## config.mk

```make
export PLATFORM = sky130hd
export DESIGN_NAME = pwpe_top
export DESIGN_NICKNAME = d
export VERILOG_FILES = /design/src/include/pwpe_pkg.sv /design/src/hw/pwpe_apply.sv /design/src/hw/pwpe_top.sv
export SDC_FILE = /design/constraint.sdc
export NUM_CORES = 1
export LEC_CHECK = 0
export BUFFER_PORTS_ARGS = -buffer_cell sky130_fd_sc_hd__buf_2
export CELL_PAD_IN_SITES_DETAIL_PLACEMENT = 0
export CELL_PAD_IN_SITES_GLOBAL_PLACEMENT = 2
export CORE_MARGIN = 3
export CORE_UTILIZATION = 33
export CTS_CLUSTER_DIAMETER = 200
export DETAILED_ROUTE_END_ITERATION = 16
export PLACE_DENSITY = 0.76
export SKIP_LAST_GASP = 1
export SYNTH_ARGS = -nofsm -noshare
export SYNTH_HDL_FRONTEND = slang
export SYNTH_SLANG_ARGS = --single-unit
```

## constraint.sdc

```tcl
create_clock -name pclk -period 2.5 [get_ports pclk]
set_clock_uncertainty 0.1 [all_clocks]
set_input_delay 0.125 -clock pclk [delete_from_list [all_inputs] [get_ports pclk]]
set_output_delay 0.125 -clock pclk [all_outputs]
set_load 0.005 [all_outputs]
```

## src/include/pwpe_pkg.sv

```systemverilog
// constants, field layout and carrier types for the pwm pin-enable and update control block
package pwpe_pkg;
  // apb register byte offsets
  localparam int ADDR_W = 8;
  localparam logic [ADDR_W-1:0] OFS_CTRL_ONE = 8'h00;
  localparam logic [ADDR_W-1:0] OFS_CTRL_TWO = 8'h04;
  localparam logic [ADDR_W-1:0] OFS_UNLOCK = 8'h08;
  localparam logic [ADDR_W-1:0] OFS_DUTY = 8'h0c;
  localparam logic [ADDR_W-1:0] OFS_OVRD = 8'h10;
  // field positions in pwm_control_one
  localparam int CT1_LOW_LSB = 0;
  localparam int CT1_HIGH_LSB = 4;
  // field positions in pwm_control_two
  localparam int CT2_OVERRIDE_SYNC_SELECT_BIT = 1;
  localparam int CT2_IUE_BIT = 2;
  // field positions in the override register
  localparam int OVR_LEVEL_LSB = 0;
  localparam int OVR_ENABLE_LSB = 8;
  // unlock register status bits
  localparam int UNL_STAGE_BIT = 0;
  localparam int UNL_OPEN_BIT = 1;
  localparam int UNL_LOCKCFG_BIT = 2;
  // reset values
  localparam logic CTRL_TWO_IUE_RST = 1'b0;
  localparam logic CTRL_TWO_OVERRIDE_SYNC_SELECT_RST = 1'b0;
  localparam logic [15:0] OVRD_RST = 16'h0000;
  localparam logic [15:0] DUTY_RST = 16'h0000;
  // two-step unlock keys, written to the unlock register in this order
  localparam logic [15:0] UNLOCK_KEY_A = 16'h5a5a;
  localparam logic [15:0] UNLOCK_KEY_B = 16'ha5a5;
  // eight output pins, four high side and four low side
  typedef struct packed {
    logic [3:0] high;
    logic [3:0] low;
  } pwpe_pins_t;
  // start-up sequence, gray along the path
  typedef enum logic [1:0] {
    INIT_SYNC0 = 2'b00,
    INIT_SYNC1 = 2'b01,
    INIT_LOAD = 2'b11,
    INIT_RUN = 2'b10
  } pwpe_init_t;
endpackage : pwpe_pkg
```

## src/hw/pwpe_apply.sv

```systemverilog
// holding and active value pair with immediate or time-base-synchronous transfer
`timescale 1ns/10ps
`default_nettype none
module pwpe_apply #(
  parameter int WIDTH = 16,
  parameter logic [WIDTH-1:0] RST_VAL = '0
) (
  input wire logic pclk,
  input wire logic presetn,
  input wire logic wr_stb,
  input wire logic [WIDTH-1:0] wr_data,
  input wire logic immediate,
  input wire logic update_pulse,
  output logic [WIDTH-1:0] active_value,
  output logic [WIDTH-1:0] held_value,
  output logic pending
);
  logic [WIDTH-1:0] active_r, active_nxt; // value in use
  logic [WIDTH-1:0] held_r, held_nxt; // last written value
  logic pend_r, pend_nxt; // held value not yet applied

  // next-value logic
  always_comb begin
    active_nxt = active_r;
    held_nxt = held_r;
    pend_nxt = pend_r;
    // an update point first drains the older held value
    if (update_pulse && pend_r) begin
      active_nxt = held_r;
      pend_nxt = 1'b0;
    end
    if (wr_stb) begin
      held_nxt = wr_data;
      if (immediate) begin
        // write goes straight to the active copy
        active_nxt = wr_data;
        pend_nxt = 1'b0;
      end else begin
        // new write waits for the next update point; it wins over the drain
        pend_nxt = 1'b1;
      end
    end
  end

  // registers only
  always_ff @(posedge pclk or negedge presetn) begin
    if (!presetn) begin
      active_r <= RST_VAL;
      held_r <= RST_VAL;
      pend_r <= 1'b0;
    end else begin
      active_r <= active_nxt;
      held_r <= held_nxt;
      pend_r <= pend_nxt;
    end
  end

  assign active_value = active_r;
  assign held_value = held_r;
  assign pending = pend_r;
endmodule : pwpe_apply
`default_nettype wire

```

## src/hw/pwpe_top.sv

```systemverilog
// apb register block for pwm pin ownership, control lock and update timing
//
// Functional notes
// - high-side enable 1 gives pin to pwm
// - low-side enable 1 gives pin to pwm
// - lock config 0 lets control one writes
// - enables reset to inverse of ownership config
// - immediate bit picks direct or synced duty
// - override sync bit picks time-base or next-cycle
`timescale 1ns/10ps
`default_nettype none
module pwpe_top #(
  parameter int DUTY_W = 16
) (
  input wire logic pclk,
  input wire logic presetn,
  input wire logic psel,
  input wire logic penable,
  input wire logic pwrite,
  input wire logic [pwpe_pkg::ADDR_W-1:0] paddr,
  input wire logic [31:0] pwdata,
  output logic [31:0] prdata,
  output logic pready,
  output logic pslverr,
  input wire logic control_write_lock_cfg,
  input wire logic pin_ownership_cfg,
  input wire logic tb_update_pulse,
  input wire pwpe_pkg::pwpe_pins_t pwm_drive,
  input wire pwpe_pkg::pwpe_pins_t gpio_drive,
  input wire pwpe_pkg::pwpe_pins_t gpio_oe,
  output pwpe_pkg::pwpe_pins_t pin_out,
  output pwpe_pkg::pwpe_pins_t pin_oe,
  output pwpe_pkg::pwpe_pins_t pin_enable,
  output logic [DUTY_W-1:0] duty_active,
  output logic duty_pending
);
  import pwpe_pkg::*;

  ////////////////////////////////////////////////////////////////////////////////
  // address decode helper
  function automatic logic hit(input logic [ADDR_W-1:0] a, input logic [ADDR_W-1:0] ofs);
    hit = (a == ofs);
  endfunction : hit

  ////////////////////////////////////////////////////////////////////////////////
  // configuration inputs come from the fuse domain: two flops each
  logic lock_s1_r, lock_s2_r; // lock config synchroniser
  logic own_s1_r, own_s2_r; // ownership config synchroniser

  always_ff @(posedge pclk or negedge presetn) begin
    if (!presetn) begin
      lock_s1_r <= 1'b0;
      lock_s2_r <= 1'b0;
      own_s1_r <= 1'b0;
      own_s2_r <= 1'b0;
    end else begin
      lock_s1_r <= control_write_lock_cfg;
      lock_s2_r <= lock_s1_r;
      own_s1_r <= pin_ownership_cfg;
      own_s2_r <= own_s1_r;
    end
  end

  ////////////////////////////////////////////////////////////////////////////////
  // start-up: the enable reset value depends on a strap, which an async
  // reset cannot load, so the value is taken once the synchroniser has settled
  pwpe_init_t init_r, init_nxt; // start-up state

  always_comb begin
    case (init_r)
      INIT_SYNC0: init_nxt = INIT_SYNC1;
      INIT_SYNC1: init_nxt = INIT_LOAD;
      INIT_LOAD: init_nxt = INIT_RUN;
      INIT_RUN: init_nxt = INIT_RUN;
      default: init_nxt = INIT_SYNC0;
    endcase
  end

  always_ff @(posedge pclk or negedge presetn) begin
    if (!presetn) begin
      init_r <= INIT_SYNC0;
    end else begin
      init_r <= init_nxt;
    end
  end

  ////////////////////////////////////////////////////////////////////////////////
  // apb handshake and decode
  logic run; // registers usable
  logic setup_ph; // first apb cycle
  logic acc_ph; // completing apb cycle
  logic wr_acc; // write completes this edge
  logic mapped; // address decodes
  logic locked_now; // control one writes barred
  logic ct1_refused; // locked control one write

  assign run = (init_r == INIT_RUN);
  assign setup_ph = psel && !penable;
  assign acc_ph = psel && penable && run;
  assign wr_acc = acc_ph && pwrite;
  assign mapped = hit(paddr, OFS_CTRL_ONE) || hit(paddr, OFS_CTRL_TWO) ||
                  hit(paddr, OFS_UNLOCK) || hit(paddr, OFS_DUTY) || hit(paddr, OFS_OVRD);

  // wait states only until the start-up sequence is done
  assign pready = run;

  ////////////////////////////////////////////////////////////////////////////////
  // registers written by software
  pwpe_pins_t en_r, en_nxt; // pin enables, bits 7:4 high side, 3:0 low side
  logic iue_r, iue_nxt; // immediate duty update
  logic override_sync_select_r, override_sync_select_nxt; // override synced to time base
  logic stage_r, stage_nxt; // first key seen
  logic open_r, open_nxt; // unlock sequence complete

  // lock config 0: no sequence needed
  assign locked_now = lock_s2_r && !open_r;
  assign ct1_refused = wr_acc && hit(paddr, OFS_CTRL_ONE) && locked_now;
  // unmapped addresses and refused writes answer with an error
  assign pslverr = acc_ph && (!mapped || ct1_refused);

  always_comb begin
    en_nxt = en_r;
    iue_nxt = iue_r;
    override_sync_select_nxt = override_sync_select_r;
    stage_nxt = stage_r;
    open_nxt = open_r;
    if (init_r == INIT_LOAD) begin
      // ownership 0 gives pins to pwm, 1 leaves them as gpio
      en_nxt = own_s2_r ? 8'h00 : 8'hff;
    end
    if (wr_acc) begin
      // any write other than the first key clears the first-key stage
      stage_nxt = 1'b0;
      if (hit(paddr, OFS_CTRL_ONE)) begin
        if (!locked_now) begin
          en_nxt.high = pwdata[CT1_HIGH_LSB +: 4];
          en_nxt.low = pwdata[CT1_LOW_LSB +: 4];
        end
        // one write per unlock
        open_nxt = 1'b0;
      end else if (hit(paddr, OFS_CTRL_TWO)) begin
        iue_nxt = pwdata[CT2_IUE_BIT];
        override_sync_select_nxt = pwdata[CT2_OVERRIDE_SYNC_SELECT_BIT];
      end else if (hit(paddr, OFS_UNLOCK)) begin
        if (pwdata[15:0] == UNLOCK_KEY_A) begin
          stage_nxt = 1'b1;
        end else if (stage_r && pwdata[15:0] == UNLOCK_KEY_B) begin
          open_nxt = 1'b1;
        end
      end
    end
  end

  always_ff @(posedge pclk or negedge presetn) begin
    if (!presetn) begin
      en_r <= '0;
      iue_r <= CTRL_TWO_IUE_RST;
      override_sync_select_r <= CTRL_TWO_OVERRIDE_SYNC_SELECT_RST;
      stage_r <= 1'b0;
      open_r <= 1'b0;
    end else begin
      en_r <= en_nxt;
      iue_r <= iue_nxt;
      override_sync_select_r <= override_sync_select_nxt;
      stage_r <= stage_nxt;
      open_r <= open_nxt;
    end
  end

  ////////////////////////////////////////////////////////////////////////////////
  // duty and override transfer paths
  logic duty_wr; // duty register written
  logic ovr_wr; // override register written
  logic [15:0] ovr_active; // override in force
  logic [15:0] ovr_held; // override as written
  logic [DUTY_W-1:0] duty_held; // duty as written

  assign duty_wr = wr_acc && hit(paddr, OFS_DUTY);
  assign ovr_wr = wr_acc && hit(paddr, OFS_OVRD);

  // duty: direct when immediate bit set, else at the update point
  pwpe_apply #(
    .WIDTH(DUTY_W),
    .RST_VAL(DUTY_RST[DUTY_W-1:0])
  ) u_duty (
    .pclk(pclk),
    .presetn(presetn),
    .wr_stb(duty_wr),
    .wr_data(pwdata[DUTY_W-1:0]),
    .immediate(iue_r),
    .update_pulse(tb_update_pulse),
    .active_value(duty_active),
    .held_value(duty_held),
    .pending(duty_pending)
  );

  // override: next clock when sync bit clear, else at the update point
  pwpe_apply #(
    .WIDTH(16),
    .RST_VAL(OVRD_RST)
  ) u_ovr (
    .pclk(pclk),
    .presetn(presetn),
    .wr_stb(ovr_wr),
    .wr_data(pwdata[15:0]),
    .immediate(!override_sync_select_r),
    .update_pulse(tb_update_pulse),
    .active_value(ovr_active),
    .held_value(ovr_held),
    .pending()
  );

  ////////////////////////////////////////////////////////////////////////////////
  // pin steering, registered so the pads see no decode glitches
  pwpe_pins_t out_r, out_nxt; // pad level
  pwpe_pins_t oe_r, oe_nxt; // pad drive enable
  pwpe_pins_t ovr_en; // per-pin override enable
  pwpe_pins_t ovr_lvl; // per-pin override level

  assign ovr_en = ovr_active[OVR_ENABLE_LSB +: 8];
  assign ovr_lvl = ovr_active[OVR_LEVEL_LSB +: 8];

  always_comb begin
    // enable 1: pwm (or its override) drives; 0: gpio owns the pad
    out_nxt = (en_r & ((ovr_en & ovr_lvl) | (~ovr_en & pwm_drive))) |
              (~en_r & gpio_drive);
    oe_nxt = en_r | gpio_oe;
  end

  always_ff @(posedge pclk or negedge presetn) begin
    if (!presetn) begin
      out_r <= '0;
      oe_r <= '0;
    end else begin
      out_r <= out_nxt;
      oe_r <= oe_nxt;
    end
  end

  assign pin_out = out_r;
  assign pin_oe = oe_r;
  assign pin_enable = en_r;

  ////////////////////////////////////////////////////////////////////////////////
  // read data, captured in the setup cycle
  logic [31:0] rd_r, rd_nxt; // read data register

  always_comb begin
    rd_nxt = rd_r;
    if (setup_ph && !pwrite) begin
      rd_nxt = '0;
      if (hit(paddr, OFS_CTRL_ONE)) begin
        rd_nxt[CT1_HIGH_LSB +: 4] = en_r.high;
        rd_nxt[CT1_LOW_LSB +: 4] = en_r.low;
      end else if (hit(paddr, OFS_CTRL_TWO)) begin
        rd_nxt[CT2_IUE_BIT] = iue_r;
        rd_nxt[CT2_OVERRIDE_SYNC_SELECT_BIT] = override_sync_select_r;
      end else if (hit(paddr, OFS_UNLOCK)) begin
        rd_nxt[UNL_STAGE_BIT] = stage_r;
        rd_nxt[UNL_OPEN_BIT] = open_r;
        rd_nxt[UNL_LOCKCFG_BIT] = lock_s2_r;
      end else if (hit(paddr, OFS_DUTY)) begin
        rd_nxt[DUTY_W-1:0] = duty_held;
      end else if (hit(paddr, OFS_OVRD)) begin
        rd_nxt[15:0] = ovr_held;
      end
    end
  end

  always_ff @(posedge pclk or negedge presetn) begin
    if (!presetn) begin
      rd_r <= '0;
    end else begin
      rd_r <= rd_nxt;
    end
  end

  assign prdata = rd_r;
endmodule : pwpe_top
`default_nettype wire

```

==> results of run 1 <==
## power breakdown
part	internal [uW]	switching (uW)
Sequential	1920	35.1
Clock	1440	842
Combinational	153	172
## sequential cells by signal, summed over array words and instances (netlist names), 2 cells and up
register             flops
init_r                   2
pin_enable               8
pin_oe                   8
pin_out                  8
prdata                  16
u_duty.active_value     16
u_duty.held_value       16
u_ovr.active_value      16
u_ovr.held_value        16
## cell usage after synthesis, types with 2 or more instances
cell type | count | share of area
a2111oi_0 | 4 | 0.0065
a21boi_0 | 2 | 0.0028
a21o_1 | 3 | 0.0042
a21oi_1 | 51 | 0.048
a22o_1 | 5 | 0.0082
a22oi_1 | 2 | 0.0028
a32o_1 | 2 | 0.0037
a32oi_1 | 9 | 0.015
and3_1 | 2 | 0.0023
and4b_1 | 2 | 0.0037
buf_2 | 5 | 0.0047
buf_4 | 18 | 0.025
clkbuf_1 | 19 | 0.013
dfrtp_1 | 116 | 0.54
inv_1 | 2 | 0.0014
mux2_2 | 44 | 0.093
mux2i_1 | 40 | 0.075
nand2_1 | 21 | 0.015
nand2b_1 | 4 | 0.0047
nand4_1 | 4 | 0.0047
nand4b_1 | 2 | 0.0033
nor2_1 | 21 | 0.015
nor2b_1 | 5 | 0.0058
nor3_1 | 34 | 0.032
nor3b_1 | 2 | 0.0028
nor4_1 | 3 | 0.0035
nor4b_1 | 4 | 0.0065
nor4bb_1 | 2 | 0.0037
o21ai_0 | 13 | 0.012
o41ai_1 | 2 | 0.0033
or2_2 | 11 | 0.013
## placed cells by master (no fill, tap or decap), drive strengths merged, types with 5 or more instances in the layout
cell	instances
conb	16
a22o	5
buf	131
a32oi	9
nor2	22
or2	12
clkbuf	24
o21ai	14
nand2	21
dfrtp	116
nor2b	5
mux2	44
dlygate4sd3	42
a21oi	51
nor3	34
mux2i	40
## tightest hold or removal path, cell delays in order
cell     delay (ps)
buf_2           140
nor3b_1          90
nor2_1           90
nor2_1           50
## repair_timing
| item | 4_1_cts | 5_1_grt |
|---|---|---|
| hold buffers | 42 | 0 |
| hold endpoints to repair | 117 | 0 |
| setup buffers | 0 | 0 |
## worst paths after layout
check,startpoint,end,slack (ps),cells after the start
setup / recovery,init_r[0]$_DFF_PN0_,u_duty.held_value[1]$_DFFE_PN0P_,310,6
hold / removal,pwrite,prdata[5]$_DFFE_PN0P_,20,4
setup reg to reg,init_r[0]$_DFF_PN0_,u_duty.held_value[1]$_DFFE_PN0P_,310,6
hold reg to reg,lock_s1_r$_DFF_PN0_,lock_s2_r$_DFF_PN0_,250,0
max in group asynchronous,presetn,pin_oe[0]$_DFF_PN0_,1270,3
min in group asynchronous,presetn,u_duty.active_value[13]$_DFF_PN0_,240,2
## cell families (layout without fill, tap and decap cells)
logic type | count (synthesis) | in the layout
other cells | 1 | 16
compound gates | 99 | 99
buf+inv | 45 | 207
flops | 116 | 116
simple gates | 125 | 125
mux | 84 | 84
## per-layer routing
| layer | GRT usage | vias up | share of wire |
|---|---|---|---|
| li1 | - | 2028 | - |
| met1 | 0.244 | 2121 | 0.44 |
| met2 | 0.303 | 141 | 0.49 |
| met3 | 0.0525 | 17 | 0.060 |
| met4 | 0.0537 | 0 | 0.013 |
| met5 | 0 | - | 0 |
## cell type report
class                           count  area (um^2)
Multi-Input combinational cell    324         2270
Clock inverter                      8         76.3
Inverter                            2         7.51
Sequential cell                   116         2900
Timing Repair Buffer              173         1130
Clock buffer                       24          482
Tap cell                          211          264
Fill cell                        1522         8410
## per-stage QoR
step	cell area (um^2)	hold WS, ps
after floorplan	5410	-271
after global placement	6150	134
after detailed placement	6150	137
after CTS	7130	4.72
after global routing	7130	14.9
final	7130	18.5
==> out/qor.csv, run 1 <==
stage,metric,value,unit
clock_tree,Clock transition at path regs,50,ps
sta,maximum clock frequency,0.457,GHz
clock_tree,CTS root buffer,clkbuf_16,
logic_synthesis,register area share after synthesis,0.542,
critical_path,CP max-delay cell,dfrtp_1,
routing,initial drt markers,219,
layout,Non-Filler Instances,858,
clock_tree,H-tree Lvls,4,
layout,Final nets,706,
clock_tree,number of buffers created by CTS,17,
global_routing,first-pass GRT wire length,25.2,mm
layout,area delta synth->final,33.2,%
die,Placeable Area,0.0155,mm^2
logic_synthesis,main combinational cell family by area after synthesis,multiplexers,
die,Die Wd,133,um
sta,worst slew pin tran,807,ps
critical_path,worst path cell trace,and4b_1 -> nand4_1 -> buf_4 -> nor2_2 -> buf_4 -> mux2_2,
critical_path,Worst Setup End Kind,flip-flop,
sta,"Slew Viols, Final",0,
sta,Relative slew margins,0.462,
sta,Final min period,2190,ps
global_routing,GRT Total Usage,0.186,
die,I/O Pins,147,
min_path,Hold Crit Class,input port to flip-flop,
placement,I/O Buffers,114,
power_and_ir_drop,Max IR drop VDD,454,uV
routing,vias per std cell,5.02,
placement,GPL Wtd Cong,0.816,
layout,Ant. Diodes,0,
logic_synthesis,post-synthesis area per instance,11.4,um^2
logic_synthesis,mux cell area share after synthesis,0.167,
logic_synthesis,post-synthesis compound-gate area fraction,0.115,
sta,Setup Viol. Count Final,0,
sta,Fin Setup TNS,0,ps
sta,RSZ-0062 raised after global routing,false,
global_routing,initial antenna violation count,0,
die,die height,133,um
clock_tree,CTS tree,done,
logic_synthesis,Post-Synthesis Cells,470,
layout,share of layout cells above drive strength 1,0.337,
critical_path,"delay-heaviest family, CP",simple AND/OR/NAND/NOR gates,
clock_tree,clock buffer depth,2,
critical_path,CP most frequent cell,buf_4,
global_routing,vias in the first global route,4441,
logic_synthesis,"Async S/R FF share, synth",1.00,
logic_synthesis,Post-Synth Adder-Cell Area,0,
critical_path,CP Max Fanout,21,
critical_path,kind of critical path,flip-flop to flip-flop,
placement,pre-CTS setup slack,305,ps
die,Initial Util,0.345,
placement,placed cells,784,
power_and_ir_drop,PwrDens,640,mW/mm^2
critical_path,Critical Path Max Stage Delay,380,ps
logic_synthesis,number of library cell types mapped by synthesis,47,
logic_synthesis,Post-Synth Simple-Gate Area,0.129,
critical_path,Bufs and invs on worst path,2,
clock_tree,"Clk Latency, worst-skew pair",420,ps
logic_synthesis,Synth Register Bits,116,
routing,vias,4307,
die,FP Rows,45,
power_and_ir_drop,Pleak,0.00356,uW
routing,drt first pass iters,5,
routing,post-route ant nets,0,
sta,Final Cycle Share,0.875,
placement,post-DP HPWL,11.5,mm
logic_synthesis,Most used DFF post-synth,dfrtp_1,
sta,Final Hold Fails,0,
routing,Routed WL per cell,18.7,um
power_and_ir_drop,overall power,4560,uW
clock_tree,cts repair resizes,0,
die,full die area,0.0178,mm^2
layout,utilization after layout,0.459,
critical_path,CP required,2700,ps
logic_synthesis,XOR/XNOR share of the synthesized area,0,
outcome,status,"complete, no violations",
sta,Final WS setup,312,ps
run,max_cap viols,0,
clock_tree,clock sink count,116,
logic_synthesis,synthesized area,0.00536,mm^2
routing,DR DRC count,0,
global_routing,grt ovf,0,
critical_path,critical path arrival,2390,ps
global_routing,largest net degree at the start of global routing,60,
critical_path,Worst Setup Start Kind,flip-flop,
logic_synthesis,Post-synth EDFFs,0,
logic_synthesis,yosys warns,0,
routing,routed wire length,16.0,mm
(Power assumes the default switching activity.)
==> inputs of run 2 (changes only) <==
--- a/config.mk
+++ b/config.mk
@@ -5,7 +5,7 @@
 export SDC_FILE = /design/constraint.sdc
 export NUM_CORES = 1
 export LEC_CHECK = 0
-export BUFFER_PORTS_ARGS = -buffer_cell sky130_fd_sc_hd__buf_2
+export BUFFER_PORTS_ARGS = -buffer_cell sky130_fd_sc_hd__buf_4
 export CELL_PAD_IN_SITES_DETAIL_PLACEMENT = 0
 export CELL_PAD_IN_SITES_GLOBAL_PLACEMENT = 2
 export CORE_MARGIN = 3
==> constraint.sdc (replaced) <==
create_clock -name pclk -period 2.5 [get_ports pclk]
set_clock_uncertainty 0.1 [all_clocks]
set_input_delay 0.25 -clock pclk [delete_from_list [all_inputs] [get_ports pclk]]
set_output_delay 0.25 -clock pclk [all_outputs]
set_load 0.005 [all_outputs]
==> run 2 against run 1 <==
  * Fmax is 0.92% lower
  * Die area is the same
  * Via count decreased by 0.39%
  * Critical endpoint is now u_duty.active_value[11]$_DFF_PN0_
  * Core utilization is 0.52 points higher
  * Critical path type unchanged
  * Final area increased by 1.1%
  * Clock-buffer cell count decreased by 1
  * Highest routed layer unchanged
  * Worst hold slack worse by 1.7 ps
  * Largest power group unchanged
  * Combinational power increased by 2%
  * Global-route usage is 0.33 points lower
  * Register-to-register slack got worse by 20 ps
  * Cell count is 2.7% lower
==> out/qor.csv, run 2 (synthesized netlist as in run 1, its figures left out) <==
stage,metric,value,unit,change
power_and_ir_drop,PwrDens,652,mW/mm^2,was 640 mW/mm^2
clock_tree,Clock transition at path regs,60,ps,was 50 ps
die,I/O Pins,147,,unchanged
sta,Final WS setup,292,ps,was 312 ps
run,max_cap viols,0,,unchanged
global_routing,first-pass GRT wire length,24.9,mm,was 25.2 mm
die,Die Wd,133,um,unchanged
routing,vias per std cell,5.14,,was 5.02
power_and_ir_drop,Pleak,0.00356,uW,about the same
sta,worst slew pin tran,701,ps,was 807 ps
clock_tree,CTS tree,done,,unchanged
layout,"commonest non-fill, non-tap cell in the layout",buf_4,,was dfrtp_1
power_and_ir_drop,overall power,4710,uW,was 4560 uW
critical_path,Worst Setup Start Kind,flip-flop,,unchanged
layout,Ant. Diodes,0,,unchanged
layout,most frequent cells in the layout,"buf_4 (131), dfrtp_1 (116), a21oi_1 (51)",,"was dfrtp_1 (116), buf_2 (113), a21oi_1 (51)"
routing,routed wire length,15.9,mm,was 16.0 mm
routing,initial drt markers,220,,was 219
routing,DR DRC count,0,,unchanged
sta,Final min period,2210,ps,was 2190 ps
sta,Setup Viol. Count Final,0,,unchanged
global_routing,GRT Total Usage,0.183,,was 0.186
clock_tree,CTS root buffer,clkbuf_16,,unchanged
die,FP Rows,45,,unchanged
clock_tree,clock sink count,116,,unchanged
placement,I/O Buffers,114,,unchanged
critical_path,kind of critical path,flip-flop to flip-flop,,unchanged
clock_tree,"Clk Latency, worst-skew pair",420,ps,about the same
global_routing,largest net degree at the start of global routing,51,,was 60
die,die height,133,um,unchanged
sta,Fin Setup TNS,0,ps,unchanged
die,full die area,0.0178,mm^2,unchanged
power_and_ir_drop,Max IR drop VDD,480,uV,was 454 uV
critical_path,FF-to-FF path depth,5,,was 6
sta,"Slew Viols, Final",0,,unchanged
sta,Final Hold Fails,0,,unchanged
critical_path,Worst Setup End Kind,flip-flop,,unchanged
placement,pre-CTS setup slack,276,ps,was 305 ps
critical_path,critical path arrival,2450,ps,was 2390 ps
die,Placeable Area,0.0155,mm^2,unchanged
clock_tree,clock buffer depth,2,,unchanged
layout,Final nets,683,,was 706
clock_tree,H-tree Lvls,4,,unchanged
sta,Final Cycle Share,0.883,,was 0.875
layout,FILL cells,1482,,was 1522
sta,RSZ-0062 raised after global routing,false,,unchanged
critical_path,CP Max Fanout,17,,was 21
outcome,status,"complete, no violations",,unchanged
global_routing,vias in the first global route,4369,,was 4441
routing,drt first pass iters,4,,was 5
global_routing,initial antenna violation count,0,,unchanged
clock_tree,number of buffers created by CTS,17,,unchanged
layout,area delta synth->final,34.7,%,was 33.2%
critical_path,CP required,2740,ps,was 2700 ps
global_routing,grt ovf,0,,unchanged
sta,Relative slew margins,0.533,,was 0.462
min_path,hold depth,3,,was 4
min_path,Hold Crit Class,input port to flip-flop,,unchanged
layout,utilization after layout,0.464,,was 0.459
layout,share of layout cells above drive strength 1,0.354,,was 0.337
die,Initial Util,0.345,,unchanged
placement,post-DP HPWL,11.4,mm,was 11.5 mm
placement,GPL Wtd Cong,0.785,,was 0.816
routing,Routed WL per cell,19.0,um,was 18.7 um
routing,post-route ant nets,0,,unchanged
routing,vias,4290,,was 4307
sta,maximum clock frequency,0.453,GHz,was 0.457 GHz
## run 2: area by class of cell
type                            instances  area [um^2]  area share
Sequential cell                       116         2900       0.402
Clock inverter                          9          101      0.0141
Inverter                                2         7.51     0.00104
Clock buffer                           23          488      0.0676
Timing Repair Buffer                  150         1180       0.164
Multi-Input combinational cell        324         2270       0.314
Tap cell                              211          264      0.0366
## run 2: final timing paths
| kind | startpoint | endpoint | slack (ps) |
|---|---|---|---|
| max in group asynchronous | presetn | pin_out[3]$_DFF_PN0_ | 1290 |
| worst max register to register | init_r[0]$_DFF_PN0_ | u_duty.active_value[11]$_DFF_PN0_ | 290 |
| worst min-delay path | gpio_drive[0] | pin_out[0]$_DFF_PN0_ | 20 |
| worst max-delay path | init_r[0]$_DFF_PN0_ | u_duty.active_value[11]$_DFF_PN0_ | 290 |
| worst min register to register | lock_s1_r$_DFF_PN0_ | lock_s2_r$_DFF_PN0_ | 250 |
| min in group asynchronous | presetn | u_duty.held_value[9]$_DFFE_PN0P_ | 330 |
## run 2: worst max-delay path, stage by stage, from the launching register on
cell and delay [ps]:
dfrtp_1 380, and4b_1 330, nand4_1 330, buf_4 310, or2_2 470, a21oi_1 210
## run 2: where the power goes
| part | switching, uW | internal, uW |
|---|---|---|
| clock | 854 | 1560 |
| sequential | 35.9 | 1920 |
| combinational | 168 | 163 |
| total | 1060 | 3650 |
## run 2: stage by stage
step | std cells | instance area, um^2 | hold WS [ps]
finish | 835 | 7210 | 16.7
global route | 835 | 7210 | 13.7
CTS | 835 | 7210 | 3.67
detailed placement | 785 | 6440 | 226
global placement | 785 | 6440 | 219
floorplan | 485 | 5410 | -146
## run 2: metal layers
layer / part of all wire / GRT usage
met5: 0 / 0
met4: 0.017 / 0.0577
met3: 0.052 / 0.0548
met2: 0.49 / 0.293
met1: 0.44 / 0.240
## run 2: what timing repair did
item | in CTS | in global routing
hold buffers | 18 | 0
endpoints found under the hold margin | 64 | 0
resized for setup | 0 | 0
buffers inserted | 0 | 0
